$ cat src/design/bps_pkg.sv
// Constants, types and field layout of the buck power sequencer.
package bps_pkg;

  // ==========================================================================
  // Register map and fields
  localparam logic [3:0]  ADDR_SETUP   = 4'h0;   // Setup bank 0
  localparam logic [3:0]  ADDR_EXT     = 4'h4;   // Extended setup
  localparam logic [3:0]  ADDR_STATUS  = 4'h8;   // Read-only status
  localparam int          SETUP_A_OFF  = 7;      // 1 holds channel A off
  localparam int          SETUP_B_ON   = 8;      // Channel B enable
  localparam int          SETUP_C_ON   = 9;      // Channel C enable
  localparam int          SETUP_LIN_ON = 10;     // Linear regulator enable
  localparam int          EXT_MASK_C   = 8;      // Reset mask channel C
  localparam int          EXT_MASK_B   = 9;      // Reset mask channel B
  localparam int          EXT_MASK_A   = 10;     // Reset mask channel A
  localparam int          EXT_MASK_LIN = 11;     // Reset mask linear reg
  localparam int          EXT_THERM0   = 13;     // Thermal control bit 0
  localparam int          EXT_THERM1   = 14;     // Thermal control bit 1
  localparam int          EXT_MOTOR    = 15;     // Motor fault release bit
  localparam logic [15:0] SETUP_RESET  = 16'h0080;
  localparam logic [15:0] EXT_RESET    = 16'h0000;
  localparam logic [1:0]  RESP_OKAY    = 2'h0;
  localparam logic [1:0]  RESP_SLVERR  = 2'h2;
  localparam logic [1:0]  RESP_DECERR  = 2'h3;

  // ==========================================================================
  // Start select codes
  localparam logic [1:0]  SEL_GND      = 2'h0;
  localparam logic [1:0]  SEL_PULLDOWN = 2'h1;
  localparam logic [1:0]  SEL_OPEN     = 2'h2;

  // ==========================================================================
  // Timing
  localparam int CLK_KHZ      = 50000;           // 50 MHz clock
  localparam int CP_WAIT_MS   = 12;              // Inside 10..20 ms window
  localparam int C_DELAY_MS   = 10;
  localparam int PG_REG_MS    = 120;
  localparam int PG_GND_MS    = 300;
  localparam int PULSE_MS     = 40;
  localparam int LIN_MASK_MS  = 1;
  localparam int DEGLITCH_NS  = 5000;            // Inside 2.5..7.5 us
  localparam int CP_WAIT_CYC  = CP_WAIT_MS * CLK_KHZ;
  localparam int C_DELAY_CYC  = C_DELAY_MS * CLK_KHZ;
  localparam int PG_REG_CYC   = PG_REG_MS * CLK_KHZ;
  localparam int PG_GND_CYC   = PG_GND_MS * CLK_KHZ;
  localparam int PULSE_CYC    = PULSE_MS * CLK_KHZ;
  localparam int LIN_MASK_CYC = LIN_MASK_MS * CLK_KHZ;
  localparam logic [7:0] DEGLITCH_CYC = 8'((DEGLITCH_NS * CLK_KHZ + 999999) / 1000000);

  // ==========================================================================
  // Types
  typedef enum logic [2:0] {st_off, st_cp_wait, st_start_c, st_pg_wait, st_run} bps_state_type;

  typedef struct packed {
    logic       thermal_shutdown;  // Thermal shutdown detected
    logic       motor_oc;          // Motor overcurrent
    logic       lin_oc;            // Linear regulator overcurrent
    logic [2:0] buck_oc;           // Per channel, index 0 is A
    logic [2:0] buck_ov;
    logic [2:0] buck_uv;
  } bps_fault_type;

  typedef struct packed {
    logic [2:0] buck_en;           // Index 0 A, 1 B, 2 C
    logic       linear_regulator;  // Linear regulator enable
    logic       charge_pump;
    logic       motor_oscillator;
    logic       motor_en;
  } bps_out_type;

endpackage : bps_pkg

$ cat src/design/bps_sequencer.sv
// Power sequencer and protection logic for three bucks and one linear regulator.
module bps_sequencer
  import bps_pkg::*;
#(
  parameter int CP_WAIT_N  = CP_WAIT_CYC,
  parameter int C_DELAY_N  = C_DELAY_CYC,
  parameter int PG_REG_N   = PG_REG_CYC,
  parameter int PG_GND_N   = PG_GND_CYC,
  parameter int PULSE_N    = PULSE_CYC,
  parameter int LIN_MASK_N = LIN_MASK_CYC
) (
  // Clock and power-on reset
  input  wire logic          clk,
  input  wire logic          rstn,
  // AXI4-Lite slave
  input  wire logic [3:0]    s_axi_awaddr,
  input  wire logic          s_axi_awvalid,
  output logic               s_axi_awready,
  input  wire logic [31:0]   s_axi_wdata,
  input  wire logic [3:0]    s_axi_wstrb,
  input  wire logic          s_axi_wvalid,
  output logic               s_axi_wready,
  output logic [1:0]         s_axi_bresp,
  output logic               s_axi_bvalid,
  input  wire logic          s_axi_bready,
  input  wire logic [3:0]    s_axi_araddr,
  input  wire logic          s_axi_arvalid,
  output logic               s_axi_arready,
  output logic [31:0]        s_axi_rdata,
  output logic [1:0]         s_axi_rresp,
  output logic               s_axi_rvalid,
  input  wire logic          s_axi_rready,
  // Supply comparators
  input  wire logic          supply_above_upper,
  input  wire logic          supply_above_lower,
  // Host pins
  input  wire logic [1:0]    start_select_pin,
  input  wire logic          system_clear_in_n,
  input  wire logic          sleep_ctrl_n,
  input  wire logic          chan_a_inhibit,
  // Fault detectors
  input  wire bps_fault_type faults,
  // Regulator and motor controls
  output bps_out_type        pwr_out,
  output logic               power_good_reset_out_n,
  output logic               sleep_int_n
);

  // ==========================================================================
  // Declarations
  bps_state_type state;            // Sequencer state
  logic [23:0]   seq_cnt;          // Sequencing delay counter
  logic [23:0]   pulse_cnt;        // Reset pulse counter
  logic [23:0]   lin_mask_cnt;     // Linear overcurrent mask counter
  logic [7:0]    dg_cnt;           // Clear deglitch counter
  logic          clear_f;          // Filtered clear, 1 released
  logic          vm_up;            // Supply hysteresis state
  logic          sel_b;            // Captured select wants B
  logic          sel_c;            // Captured select wants C
  logic          seq_b;            // Sequencer enabled B
  logic          seq_c;            // Sequencer enabled C
  logic [15:0]   setup;            // Setup bank 0
  logic [15:0]   ext;              // Extended setup
  logic          setup_written;    // Setup takes over enables
  logic [2:0]    chan_off;         // Per-channel fault latches
  logic          lin_off;          // Linear regulator fault latch
  logic          hard_off;         // Global shutdown latch
  logic          motor_stop;       // Motors stopped by fault
  logic          sleep_d;          // Previous sleep pin
  bps_out_type   next_out;         // Next regulator controls
  logic          next_reset_n;     // Next reset output
  logic          soft_rst;         // Supply low or clear held
  logic          sleep_rise;       // Sleep pin low to high
  logic          band;             // Between thresholds
  logic [2:0]    buck_flt;         // Qualified buck faults
  logic [2:0]    mask_vec;         // Reset masks A, B, C
  logic          lin_flt;          // Qualified linear fault
  logic          therm_hard;       // Thermal code latches
  logic          hard_evt;         // Event for global shutdown
  logic          motor_evt;        // Event that stops motors
  logic          pulse_evt;        // Event that pulses reset
  logic [2:0]    src;              // Requested buck enables
  logic          wr_go;            // Write handshake
  logic          wr_ok;            // Setup writes allowed
  logic [15:0]   status;           // Status word

  // Byte-lane merge of a 16-bit register
  function automatic logic [15:0] merge(input logic [15:0] old, input logic [31:0] d,
                                        input logic [3:0] strb);
    merge = old;
    if (strb[0]) begin
      merge[7:0] = d[7:0];
    end
    if (strb[1]) begin
      merge[15:8] = d[15:8];
    end
  endfunction : merge

  // ==========================================================================
  // Supply and clear conditioning
  // Hysteresis: up above upper, down below lower
  always_ff @(posedge clk or negedge rstn) begin
    if (!rstn) begin
      vm_up <= 1'b0;
    end else if (!supply_above_lower) begin
      vm_up <= 1'b0;
    end else if (supply_above_upper) begin
      vm_up <= 1'b1;
    end
  end

  // Clear flips only after staying changed for the filter time
  always_ff @(posedge clk or negedge rstn) begin
    if (!rstn) begin
      clear_f <= 1'b1;
      dg_cnt  <= 8'h00;
    end else if (system_clear_in_n == clear_f) begin
      dg_cnt <= 8'h00;
    end else if (dg_cnt == DEGLITCH_CYC - 8'h01) begin
      clear_f <= system_clear_in_n;
      dg_cnt  <= 8'h00;
    end else begin
      dg_cnt <= dg_cnt + 8'h01;
    end
  end

  // Supply loss or held clear restarts everything
  assign soft_rst = !vm_up || !clear_f;

  // Sleep edge detector
  always_ff @(posedge clk or negedge rstn) begin
    if (!rstn) begin
      sleep_d <= 1'b1;
    end else begin
      sleep_d <= sleep_ctrl_n;
    end
  end
  assign sleep_rise = sleep_ctrl_n && !sleep_d;

  // ==========================================================================
  // Start-up sequencer
  // Capture select, wait for pump unless select is grounded, stagger B and C, then release reset
  always_ff @(posedge clk or negedge rstn) begin
    if (!rstn) begin
      state   <= st_off;
      seq_cnt <= 24'h000000;
      sel_b   <= 1'b0;
      sel_c   <= 1'b0;
      seq_b   <= 1'b0;
      seq_c   <= 1'b0;
    end else if (soft_rst) begin
      state <= st_off;
      seq_b <= 1'b0;
      seq_c <= 1'b0;
    end else begin
      unique case (state)
        st_off: begin
          // Capture on supply rise or clear release
          sel_b <= (start_select_pin != SEL_GND);
          sel_c <= (start_select_pin == SEL_OPEN);
          if (start_select_pin == SEL_GND) begin
            state   <= st_pg_wait;
            seq_cnt <= 24'(PG_GND_N - 1);
          end else begin
            state   <= st_cp_wait;
            seq_cnt <= 24'(CP_WAIT_N - 1);
          end
        end
        st_cp_wait: begin
          if (seq_cnt == 24'h000000) begin
            seq_b <= sel_b;
            if (sel_c) begin
              state   <= st_start_c;
              seq_cnt <= 24'(C_DELAY_N - 1);
            end else begin
              state   <= st_pg_wait;
              seq_cnt <= 24'(PG_REG_N - 1);
            end
          end else begin
            seq_cnt <= seq_cnt - 24'h000001;
          end
        end
        st_start_c: begin
          if (seq_cnt == 24'h000000) begin
            seq_c   <= 1'b1;
            state   <= st_pg_wait;
            seq_cnt <= 24'(PG_REG_N - 1);
          end else begin
            seq_cnt <= seq_cnt - 24'h000001;
          end
        end
        st_pg_wait: begin
          if (seq_cnt == 24'h000000) begin
            state <= st_run;
          end else begin
            seq_cnt <= seq_cnt - 24'h000001;
          end
        end
        st_run: begin
          state <= st_run;
        end
      endcase
    end
  end

  // ==========================================================================
  // Fault qualification
  always_comb begin
    band       = supply_above_lower && !supply_above_upper;
    mask_vec   = {ext[EXT_MASK_C], ext[EXT_MASK_B], ext[EXT_MASK_A]};
    // Over/undervoltage ignored inside the hysteresis band
    buck_flt   = pwr_out.buck_en & (faults.buck_oc |
                 ((faults.buck_ov | faults.buck_uv) & {3{!band}}));
    lin_flt    = faults.lin_oc && pwr_out.linear_regulator &&
                 (lin_mask_cnt == 24'h000000);
    therm_hard = (ext[EXT_THERM1] == ext[EXT_THERM0]);
    hard_evt   = |(buck_flt & ~mask_vec) ||
                 (lin_flt && !ext[EXT_MASK_LIN]) ||
                 (faults.motor_oc && ext[EXT_MOTOR]) ||
                 (faults.thermal_shutdown && therm_hard);
    motor_evt  = faults.motor_oc || faults.thermal_shutdown;
    pulse_evt  = !motor_stop && ((faults.motor_oc && !ext[EXT_MOTOR]) ||
                 (faults.thermal_shutdown && ext[EXT_THERM1] && !ext[EXT_THERM0]));
  end

  // Global shutdown holds until supply reset or clear
  always_ff @(posedge clk or negedge rstn) begin
    if (!rstn) begin
      hard_off <= 1'b0;
    end else if (soft_rst) begin
      hard_off <= 1'b0;
    end else if (hard_evt && state == st_run) begin
      hard_off <= 1'b1;
    end
  end

  // Selective and motor latches; a new fault beats the sleep release
  always_ff @(posedge clk or negedge rstn) begin
    if (!rstn) begin
      chan_off   <= 3'h0;
      lin_off    <= 1'b0;
      motor_stop <= 1'b0;
    end else if (soft_rst) begin
      chan_off   <= 3'h0;
      lin_off    <= 1'b0;
      motor_stop <= 1'b0;
    end else begin
      chan_off   <= (sleep_rise ? 3'h0 : chan_off) | (buck_flt & mask_vec);
      lin_off    <= (lin_off && !sleep_rise) || (lin_flt && ext[EXT_MASK_LIN]);
      motor_stop <= (motor_stop && !sleep_rise) || motor_evt;
    end
  end

  // Reset-output pulse timer
  always_ff @(posedge clk or negedge rstn) begin
    if (!rstn) begin
      pulse_cnt <= 24'h000000;
    end else if (soft_rst) begin
      pulse_cnt <= 24'h000000;
    end else if (pulse_evt) begin
      pulse_cnt <= 24'(PULSE_N);
    end else if (pulse_cnt != 24'h000000) begin
      pulse_cnt <= pulse_cnt - 24'h000001;
    end
  end

  // Linear overcurrent mask restarts on each turn-on
  always_ff @(posedge clk or negedge rstn) begin
    if (!rstn) begin
      lin_mask_cnt <= 24'h000000;
    end else if (next_out.linear_regulator && !pwr_out.linear_regulator) begin
      lin_mask_cnt <= 24'(LIN_MASK_N);
    end else if (lin_mask_cnt != 24'h000000) begin
      lin_mask_cnt <= lin_mask_cnt - 24'h000001;
    end
  end

  // ==========================================================================
  // Output decode
  always_comb begin
    // B and C select-driven until setup written, then bank 0; A always from bank 0
    src[0] = !setup[SETUP_A_OFF] && !chan_a_inhibit;
    src[1] = setup_written ? setup[SETUP_B_ON] : seq_b;
    src[2] = setup_written ? setup[SETUP_C_ON] : seq_c;
    next_out.buck_en = src & ~chan_off & {3{state != st_off && !hard_off}};
    // Linear regulator follows B during power-up
    if (state == st_run) begin
      next_out.linear_regulator = setup[SETUP_LIN_ON] && !lin_off && !hard_off;
    end else begin
      next_out.linear_regulator = next_out.buck_en[1];
    end
    // Pump during start-up wait, with any buck, or while awake
    next_out.charge_pump = !hard_off && (state == st_cp_wait || state == st_start_c ||
                           (|next_out.buck_en) || (state == st_run && sleep_ctrl_n));
    next_out.motor_oscillator = next_out.charge_pump && state == st_run;
    next_out.motor_en = state == st_run && !hard_off && !motor_stop && sleep_ctrl_n;
    next_reset_n = state == st_run && !hard_off && pulse_cnt == 24'h000000;
  end

  // Registered controls and reset output
  always_ff @(posedge clk or negedge rstn) begin
    if (!rstn) begin
      pwr_out                <= '0;
      power_good_reset_out_n <= 1'b0;
    end else begin
      pwr_out                <= next_out;
      power_good_reset_out_n <= next_reset_n;
    end
  end

  // Internal sleep held high until the sequencer reaches st_run
  always_ff @(posedge clk or negedge rstn) begin
    if (!rstn) begin
      sleep_int_n <= 1'b1;
    end else if (state != st_run) begin
      sleep_int_n <= 1'b1;
    end else begin
      sleep_int_n <= sleep_ctrl_n;
    end
  end

  // ==========================================================================
  // Register bus
  assign wr_go  = s_axi_awvalid && s_axi_awready && s_axi_wvalid && s_axi_wready;
  assign wr_ok  = !sleep_int_n;
  assign status = {setup_written, power_good_reset_out_n, sleep_int_n, hard_off,
                   motor_stop, lin_off, chan_off, pwr_out};

  // Address and data taken together in one cycle
  always_ff @(posedge clk or negedge rstn) begin
    if (!rstn) begin
      s_axi_awready <= 1'b0;
      s_axi_wready  <= 1'b0;
      s_axi_bvalid  <= 1'b0;
      s_axi_bresp   <= RESP_OKAY;
    end else begin
      s_axi_awready <= s_axi_awvalid && s_axi_wvalid && !s_axi_bvalid && !s_axi_awready;
      s_axi_wready  <= s_axi_awvalid && s_axi_wvalid && !s_axi_bvalid && !s_axi_awready;
      if (wr_go) begin
        s_axi_bvalid <= 1'b1;
        if (s_axi_awaddr == ADDR_SETUP || s_axi_awaddr == ADDR_EXT) begin
          s_axi_bresp <= wr_ok ? RESP_OKAY : RESP_SLVERR;
        end else if (s_axi_awaddr == ADDR_STATUS) begin
          s_axi_bresp <= RESP_OKAY;
        end else begin
          s_axi_bresp <= RESP_DECERR;
        end
      end else if (s_axi_bready) begin
        s_axi_bvalid <= 1'b0;
      end
    end
  end

  // Setup registers; defaults on supply loss or clear
  always_ff @(posedge clk or negedge rstn) begin
    if (!rstn) begin
      setup         <= SETUP_RESET;
      ext           <= EXT_RESET;
      setup_written <= 1'b0;
    end else if (soft_rst) begin
      setup         <= SETUP_RESET;
      ext           <= EXT_RESET;
      setup_written <= 1'b0;
    end else if (wr_go && wr_ok) begin
      if (s_axi_awaddr == ADDR_SETUP) begin
        setup         <= merge(setup, s_axi_wdata, s_axi_wstrb);
        setup_written <= 1'b1;
      end else if (s_axi_awaddr == ADDR_EXT) begin
        ext <= merge(ext, s_axi_wdata, s_axi_wstrb);
      end
    end
  end

  // Read channel
  always_ff @(posedge clk or negedge rstn) begin
    if (!rstn) begin
      s_axi_arready <= 1'b0;
      s_axi_rvalid  <= 1'b0;
      s_axi_rdata   <= 32'h00000000;
      s_axi_rresp   <= RESP_OKAY;
    end else begin
      s_axi_arready <= s_axi_arvalid && !s_axi_rvalid && !s_axi_arready;
      if (s_axi_arvalid && s_axi_arready) begin
        s_axi_rvalid <= 1'b1;
        s_axi_rresp  <= RESP_OKAY;
        unique case (s_axi_araddr)
          ADDR_SETUP:  s_axi_rdata <= {16'h0000, setup};
          ADDR_EXT:    s_axi_rdata <= {16'h0000, ext};
          ADDR_STATUS: s_axi_rdata <= {16'h0000, status};
          default: begin
            s_axi_rdata <= 32'h00000000;
            s_axi_rresp <= RESP_DECERR;
          end
        endcase
      end else if (s_axi_rready) begin
        s_axi_rvalid <= 1'b0;
      end
    end
  end

endmodule : bps_sequencer

$ cat config.mk
export PLATFORM = sky130hd
export DESIGN_NAME = bps_sequencer
export DESIGN_NICKNAME = d
export VERILOG_FILES = /design/src/design/bps_pkg.sv /design/src/design/bps_sequencer.sv
export SDC_FILE = /design/constraint.sdc
export NUM_CORES = 1
export LEC_CHECK = 0
export BUFFER_PORTS_ARGS = -buffer_cell sky130_fd_sc_hd__buf_2
export CAP_MARGIN = 5
export CORE_ASPECT_RATIO = 0.6
export CORE_MARGIN = 2
export CORE_UTILIZATION = 57
export CTS_CLUSTER_SIZE = 25
export DETAILED_ROUTE_END_ITERATION = 16
export GPL_ROUTABILITY_DRIVEN = 0
export PLACE_DENSITY = 0.91
export SYNTH_ARGS = -nofsm -noshare
export SYNTH_HDL_FRONTEND = slang
export SYNTH_SLANG_ARGS = --single-unit
$ cat constraint.sdc
create_clock -name clk -period 2.7 [get_ports clk]
set_input_delay 0.54 -clock clk [delete_from_list [all_inputs] [get_ports clk]]
set_output_delay 0.54 -clock clk [all_outputs]
set_load 0.02 [all_outputs]
==> results of run 1 <==
worst max path at each step:
stage,endpoint
floorplan,seq_cnt[19]$_DFFE_PN0P_
global placement,seq_cnt[23]$_DFFE_PN0P_
detailed placement,lin_mask_cnt[7]$_DFFE_PN0P_
CTS,seq_cnt[14]$_DFFE_PN0P_
global route,seq_cnt[22]$_DFFE_PN0P_
finish,seq_cnt[22]$_DFFE_PN0P_
Yosys cell counts (4+ instances only):
cell type	count	area, um2
dfrtp_1	157	3930
nand2b_1	8	50.1
and2_1	4	25.0
or2_2	4	25.0
buf_2	5	25.0
nand2_1	99	372
a21oi_1	38	190
nand4_1	7	43.8
nor3b_1	7	52.6
nor2_1	133	499
o31ai_1	10	75.1
a221oi_1	17	149
mux2_2	16	180
xor2_1	15	131
a31oi_1	13	81.3
a211oi_1	6	45.0
o21ai_0	71	355
nand3b_1	5	37.5
or4_1	11	82.6
nor4b_1	5	43.8
nand3_1	23	115
nor4_1	15	93.8
ha_1	7	87.6
o211ai_1	4	30.0
inv_1	18	67.6
or3_1	12	75.1
nor3_1	43	215
xnor2_1	29	254
dfstp_2	4	105
buf_4	20	150
clkbuf_1	29	109
through the flow:
stage               instances  utilization
finish                   1185        0.686
global route             1185        0.686
CTS                      1185        0.684
detailed placement       1153        0.640
global placement         1153        0.640
floorplan                 900            -
layer usage:
metal,routed length [um],track usage,vias up,part of all wire
met3,2200,0.0941,47,0.10
li1,-,-,3303,-
met4,437,0.0968,0,0.020
met5,0,0,-,0
met1,9180,0.400,3469,0.43
met2,9770,0.465,375,0.45
area by class of cell:
class	count	area (um2)	share of cell area
repair buffers	117	684	0.0724
clock inverters	15	188	0.0198
flip-flops and latches	161	4030	0.427
multi-input cells	665	3820	0.404
well taps	192	240	0.0254
inverters	18	67.6	0.00714
clock buffers	17	425	0.0450
flip-flops by register name, summed over array words and instances (netlist names), 2 cells and up:
name,count
ext,16
lin_mask_cnt,24
pulse_cnt,24
s_axi_bresp,2
s_axi_rdata,16
dg_cnt,8
seq_cnt,24
state,3
pwr_out,7
setup,16
chan_off,3
repair_timing:
| action | CTS | global route |
|---|---|---|
| setup endpoints to repair | 0 | 14 |
| resized for setup | 0 | 5 |
| hold buffers | 0 | 0 |
where the power goes:
group	total, mW	internal, mW	leakage (nW)	switching, mW
Combinational	0.618	0.206	1.98	0.412
Clock	2.48	1.34	0.300	1.14
Sequential	2.59	2.52	2.16	0.0716
Total	5.68	4.06	4.44	1.62
cell families (layout without fill, tap and decap cells):
family,after synthesis,count (layout),synth area share
AO/OA/AOI/OAI,191,191,0.147
XOR/XNOR,44,44,0.0474
adder cells (fa/ha/maj),7,7,0.0108
buffers and inverters,74,167,0.0451
flip-flops,161,161,0.496
multiplexers,18,18,0.0246
other,1,16,0.000461
AND/OR/NAND/NOR,389,389,0.228
layout by cell type, fill, tap and decap left out, types with 8 or more instances in the layout:
| master | count |
|---|---|
| clkbuf_16 | 17 |
| o31ai_1 | 10 |
| nand2b_1 | 8 |
| nor3_1 | 42 |
| inv_1 | 18 |
| buf_4 | 31 |
| a221oi_1 | 17 |
| dfrtp_1 | 157 |
| mux2_2 | 16 |
| xor2_1 | 15 |
| nand3_1 | 23 |
| a31oi_1 | 13 |
| conb_1 | 16 |
| a21oi_1 | 37 |
| o21ai_0 | 71 |
| nor2_1 | 133 |
| or3_1 | 12 |
| nand2_1 | 99 |
| nor4_1 | 14 |
| or4_1 | 9 |
| buf_2 | 84 |
| xnor2_1 | 29 |
worst reg2reg max path: stages (launching register included):
cell,delay [ps]
dfrtp_1,420
or4_1,550
or4b_4,520
nor3_4,310
buf_4,220
a21o_1,170
a31oi_1,60
o32a_1,290
==> run metrics, run 1 <==
CTS tree yes; antenna-violating nets left 0; critical path launch point seq_cnt[19]$_DFFE_PN0P_; path depth of the worst reg2reg path 7; Syn-to-layout area delta 16.4%; RSZ-0062 raised after global routing yes; Hold WS 67.9 ps; critical path class reg -> reg; first-pass GRT wire length 34900 um; CTS Buf Count 17; All-Layer GR Usage 0.298; starting density of the core 0.589; final setup margin 51.7 ps; Max VDD drop 0.000400 V; root buffer cell clkbuf_16; worst skew pair latency 430 ps; slowest cell on the critical path or4_1; number of enable flip-flop cells after synthesis 0; IO buf count 85; worst rel slew slack 0.198; antenna violations before repair 0; Final min period 2650 ps; post-synthesis register bit count 161; CP delay by family, top simple AND/OR/NAND/NOR gates; library cells used by synthesis 63; Worst Path Buf+Inv 1; Finished Cell Area 0.00946 mm2; post-synthesis cell area 0.00813 mm2; RR Endpoint seq_cnt[22]$_DFFE_PN0P_; vias in the first global route 6964; Hold Path Class in -> async; Avg Inst Size Synth 9.18 um2; Top FF cell, synth dfrtp_1; Sink Count 161; reg2reg setup slack 50 ps; hpwl dp 15000 um; Final Hold Fails 0; endpoints failing setup 0; Ports 120; gr ovfl total 0; die area 0.0153 mm2; Max Fclk 0.378 GHz; pre-CTS WS 126 ps; Clock Pin Slew Worst Setup and Hold Paths 70 ps; First-pass DRT Iterations 6; fillcell total 1018; DR DRC count 0; Max-Cap Viols 0; critical path depth 7; CP Data Required Time 3020 ps; # Post-CTS Setup Buffers 0; placed instance area 0.00882 mm2; post-synthesis sequential area ratio 0.496; CTS H-tree depth 4; ys async rst share 1.00; largest net degree at the start of global routing 60; Syn Inst Count 885; RR Startpoint seq_cnt[19]$_DFFE_PN0P_; synthesis warning total 0; layout cells sized above 1 0.189; Sum Neg Setup Slack 0 ps; ant diodes 0; via count 7194; crit path launch type flop; crit-path cells or4_1, or4b_4, nor3_4, buf_4, a21o_1, a31oi_1, o32a_1; Pwr Total 5.68 mW; vias per inst 6.07; Worst Path Arrival 2970 ps; clk_skew 12.2 ps; part of the cycle the worst path needs 0.981; LEAKAGE 4.44 nW; status finished, final reports clean; critical path endpoint category flop; CP max FO 6; Rows 33; core area 0.0138 mm2; deepest clock path buffer count 2; Starting DRT DRC Count 812; WL/cell 18.2 um; Die X 158 um; Slew @ Worst Pin 1200 ps; Die Ht 96.5 um; fin nets 1057; fin. max-slew vios 0; Routed WL 21600 um; pwr/cell area 601 mW/mm2; critical path's largest stage delay 550 ps
Power figures use the tool's default switching activity.
==> run 2: changes to the inputs <==
RECOVER_POWER = 100   (was default)
==> run metrics, run 2 (synthesis results as in run 1) <==
# Post-CTS Setup Buffers 0; starting density of the core 0.589; CTS H-tree depth 4; antenna violations before repair 0; pwr/cell area 603 mW/mm2; Max VDD drop 0.000399 V; vias in the first global route 6964; most frequent cells in the layout dfrtp_1, nor2_1, nand2_1, o21ai_0, buf_2; Worst Path Arrival 2970 ps; Final min period 2650 ps; WL/cell 18.2 um; antenna-violating nets left 0; CP Data Required Time 3020 ps; via count 7204; Largest regs lin_mask_cnt: 24 flops, pulse_cnt: 24 flops, seq_cnt: 24 flops; Util after Layout 0.680; Routed WL 21600 um; layout cells sized above 1 0.150; Sum Neg Setup Slack 0 ps; Ports 120; Max Fclk 0.377 GHz; core area 0.0138 mm2; largest net degree at the start of global routing 60; worst rel slew slack 0.0584; CP delay by family, top simple AND/OR/NAND/NOR gates; Hold Path Class in -> reg; crit path launch type flop; fillcell total 1053; gr ovfl total 0; Die Ht 96.5 um; IO buf count 85; Clock Pin Slew Worst Setup and Hold Paths 70 ps; critical path class reg -> reg; area of the multi-input gates 0.00382 mm2; First-pass DRT Iterations 6; # hold bufs at CTS 0; CP max FO 6; Die X 158 um; vias per inst 6.08; Final Hold Fails 0; slowest cell on the critical path or4_1; reg2reg setup slack 50 ps; ant diodes 0; storage element area 0.00403 mm2; hpwl dp 15000 um; Slew @ Worst Pin 1410 ps; part of the cycle the worst path needs 0.982; RSZ-0062 raised after global routing yes; root buffer cell clkbuf_16; deepest clock path buffer count 2; worst skew pair latency 440 ps; CTS tree yes; fin nets 1057; Max-Cap Viols 0; status finished, final reports clean; commonest non-fill, non-tap cell in the layout dfrtp_1; LEAKAGE 4.30 nW; DR DRC count 0; fin. max-slew vios 0; CTS resizes 0; CTS Buf Count 17; Worst Path Buf+Inv 1; Rows 33; die area 0.0153 mm2; Starting DRT DRC Count 772; first-pass GRT wire length 34900 um; critical path endpoint category flop; endpoints failing setup 0; clk_skew 11.2 ps; Syn-to-layout area delta 15.4%; Sink Count 161; critical path's largest stage delay 540 ps; crit-path cells or4_1, or4b_4, nor3_4, buf_4, a21o_1, a31oi_1, o32a_1; All-Layer GR Usage 0.298
==> run 2: cell count changes in the layout (fill, tap and decap cells not counted), sizes merged <==
cell / change
clkbuf: +42
buf: -42
==> run 2: worst paths after layout <==
path / start / endpoint / depth (start not counted)
setup / recovery: seq_cnt[19]$_DFFE_PN0P_ / seq_cnt[22]$_DFFE_PN0P_ / 7
hold / removal: sleep_ctrl_n / sleep_d$_DFF_PN1_ / 1
setup reg to reg: seq_cnt[19]$_DFFE_PN0P_ / seq_cnt[22]$_DFFE_PN0P_ / 7
hold reg to reg: s_axi_rvalid$_DFFE_PN0P_ / s_axi_arready$_DFF_PN0_ / 1
max in group asynchronous: rstn / pulse_cnt[4]$_DFFE_PN0P_ / 2
min in group asynchronous: rstn / dg_cnt[4]$_DFF_PN0_ / 1
==> run 2: worst register-to-register path, stage by stage (launching register included) <==
cell     delay, ps
dfrtp_1        420
or4_1          550
or4b_4         520
nor3_4         320
buf_4          220
a21o_1         170
a31oi_1         60
o32a_1         290
==> run 2: report_power, final <==
group / switching, mW / total [mW] / internal, mW
sequential: 0.0742 / 2.59 / 2.52
clock: 1.14 / 2.48 / 1.33
combinational: 0.413 / 0.589 / 0.176
==> run 2: per-stage QoR <==
| stage | setup WS [ps] | area [um2] | power (mW) | hold WS (ps) | instances |
|---|---|---|---|---|---|
| final | 49.4 | 9380 | 5.65 | 270 | 1185 |
| after global routing | -4.49 | 9380 | 5.86 | 267 | 1185 |
| after CTS | 69.7 | 9430 | 5.69 | 82.3 | 1185 |
| after detailed placement | 126 | 8820 | 3.24 | 437 | 1153 |
| after global placement | 184 | 8820 | 3.22 | 447 | 1153 |
| after floorplan | 313 | 8180 | 2.99 | 244 | 900 |
==> run 2: area by class of cell <==
class / count / area share
multi-input cells: 665 / 0.407
repair buffers: 117 / 0.0646
clock inverters: 15 / 0.0200
well taps: 192 / 0.0256
clock buffers: 17 / 0.0454
flip-flops and latches: 161 / 0.430
inverters: 18 / 0.00720
==> run 2: routing by layer <==
metal / share of wire / track usage / routed length [um] / up-vias
li1: - / - / - / 3305
met1: 0.42 / 0.400 / 9060 / 3453
met2: 0.45 / 0.465 / 9770 / 398
met3: 0.11 / 0.0941 / 2310 / 48
met4: 0.021 / 0.0968 / 463 / 0
met5: 0 / 0 / 0 / -
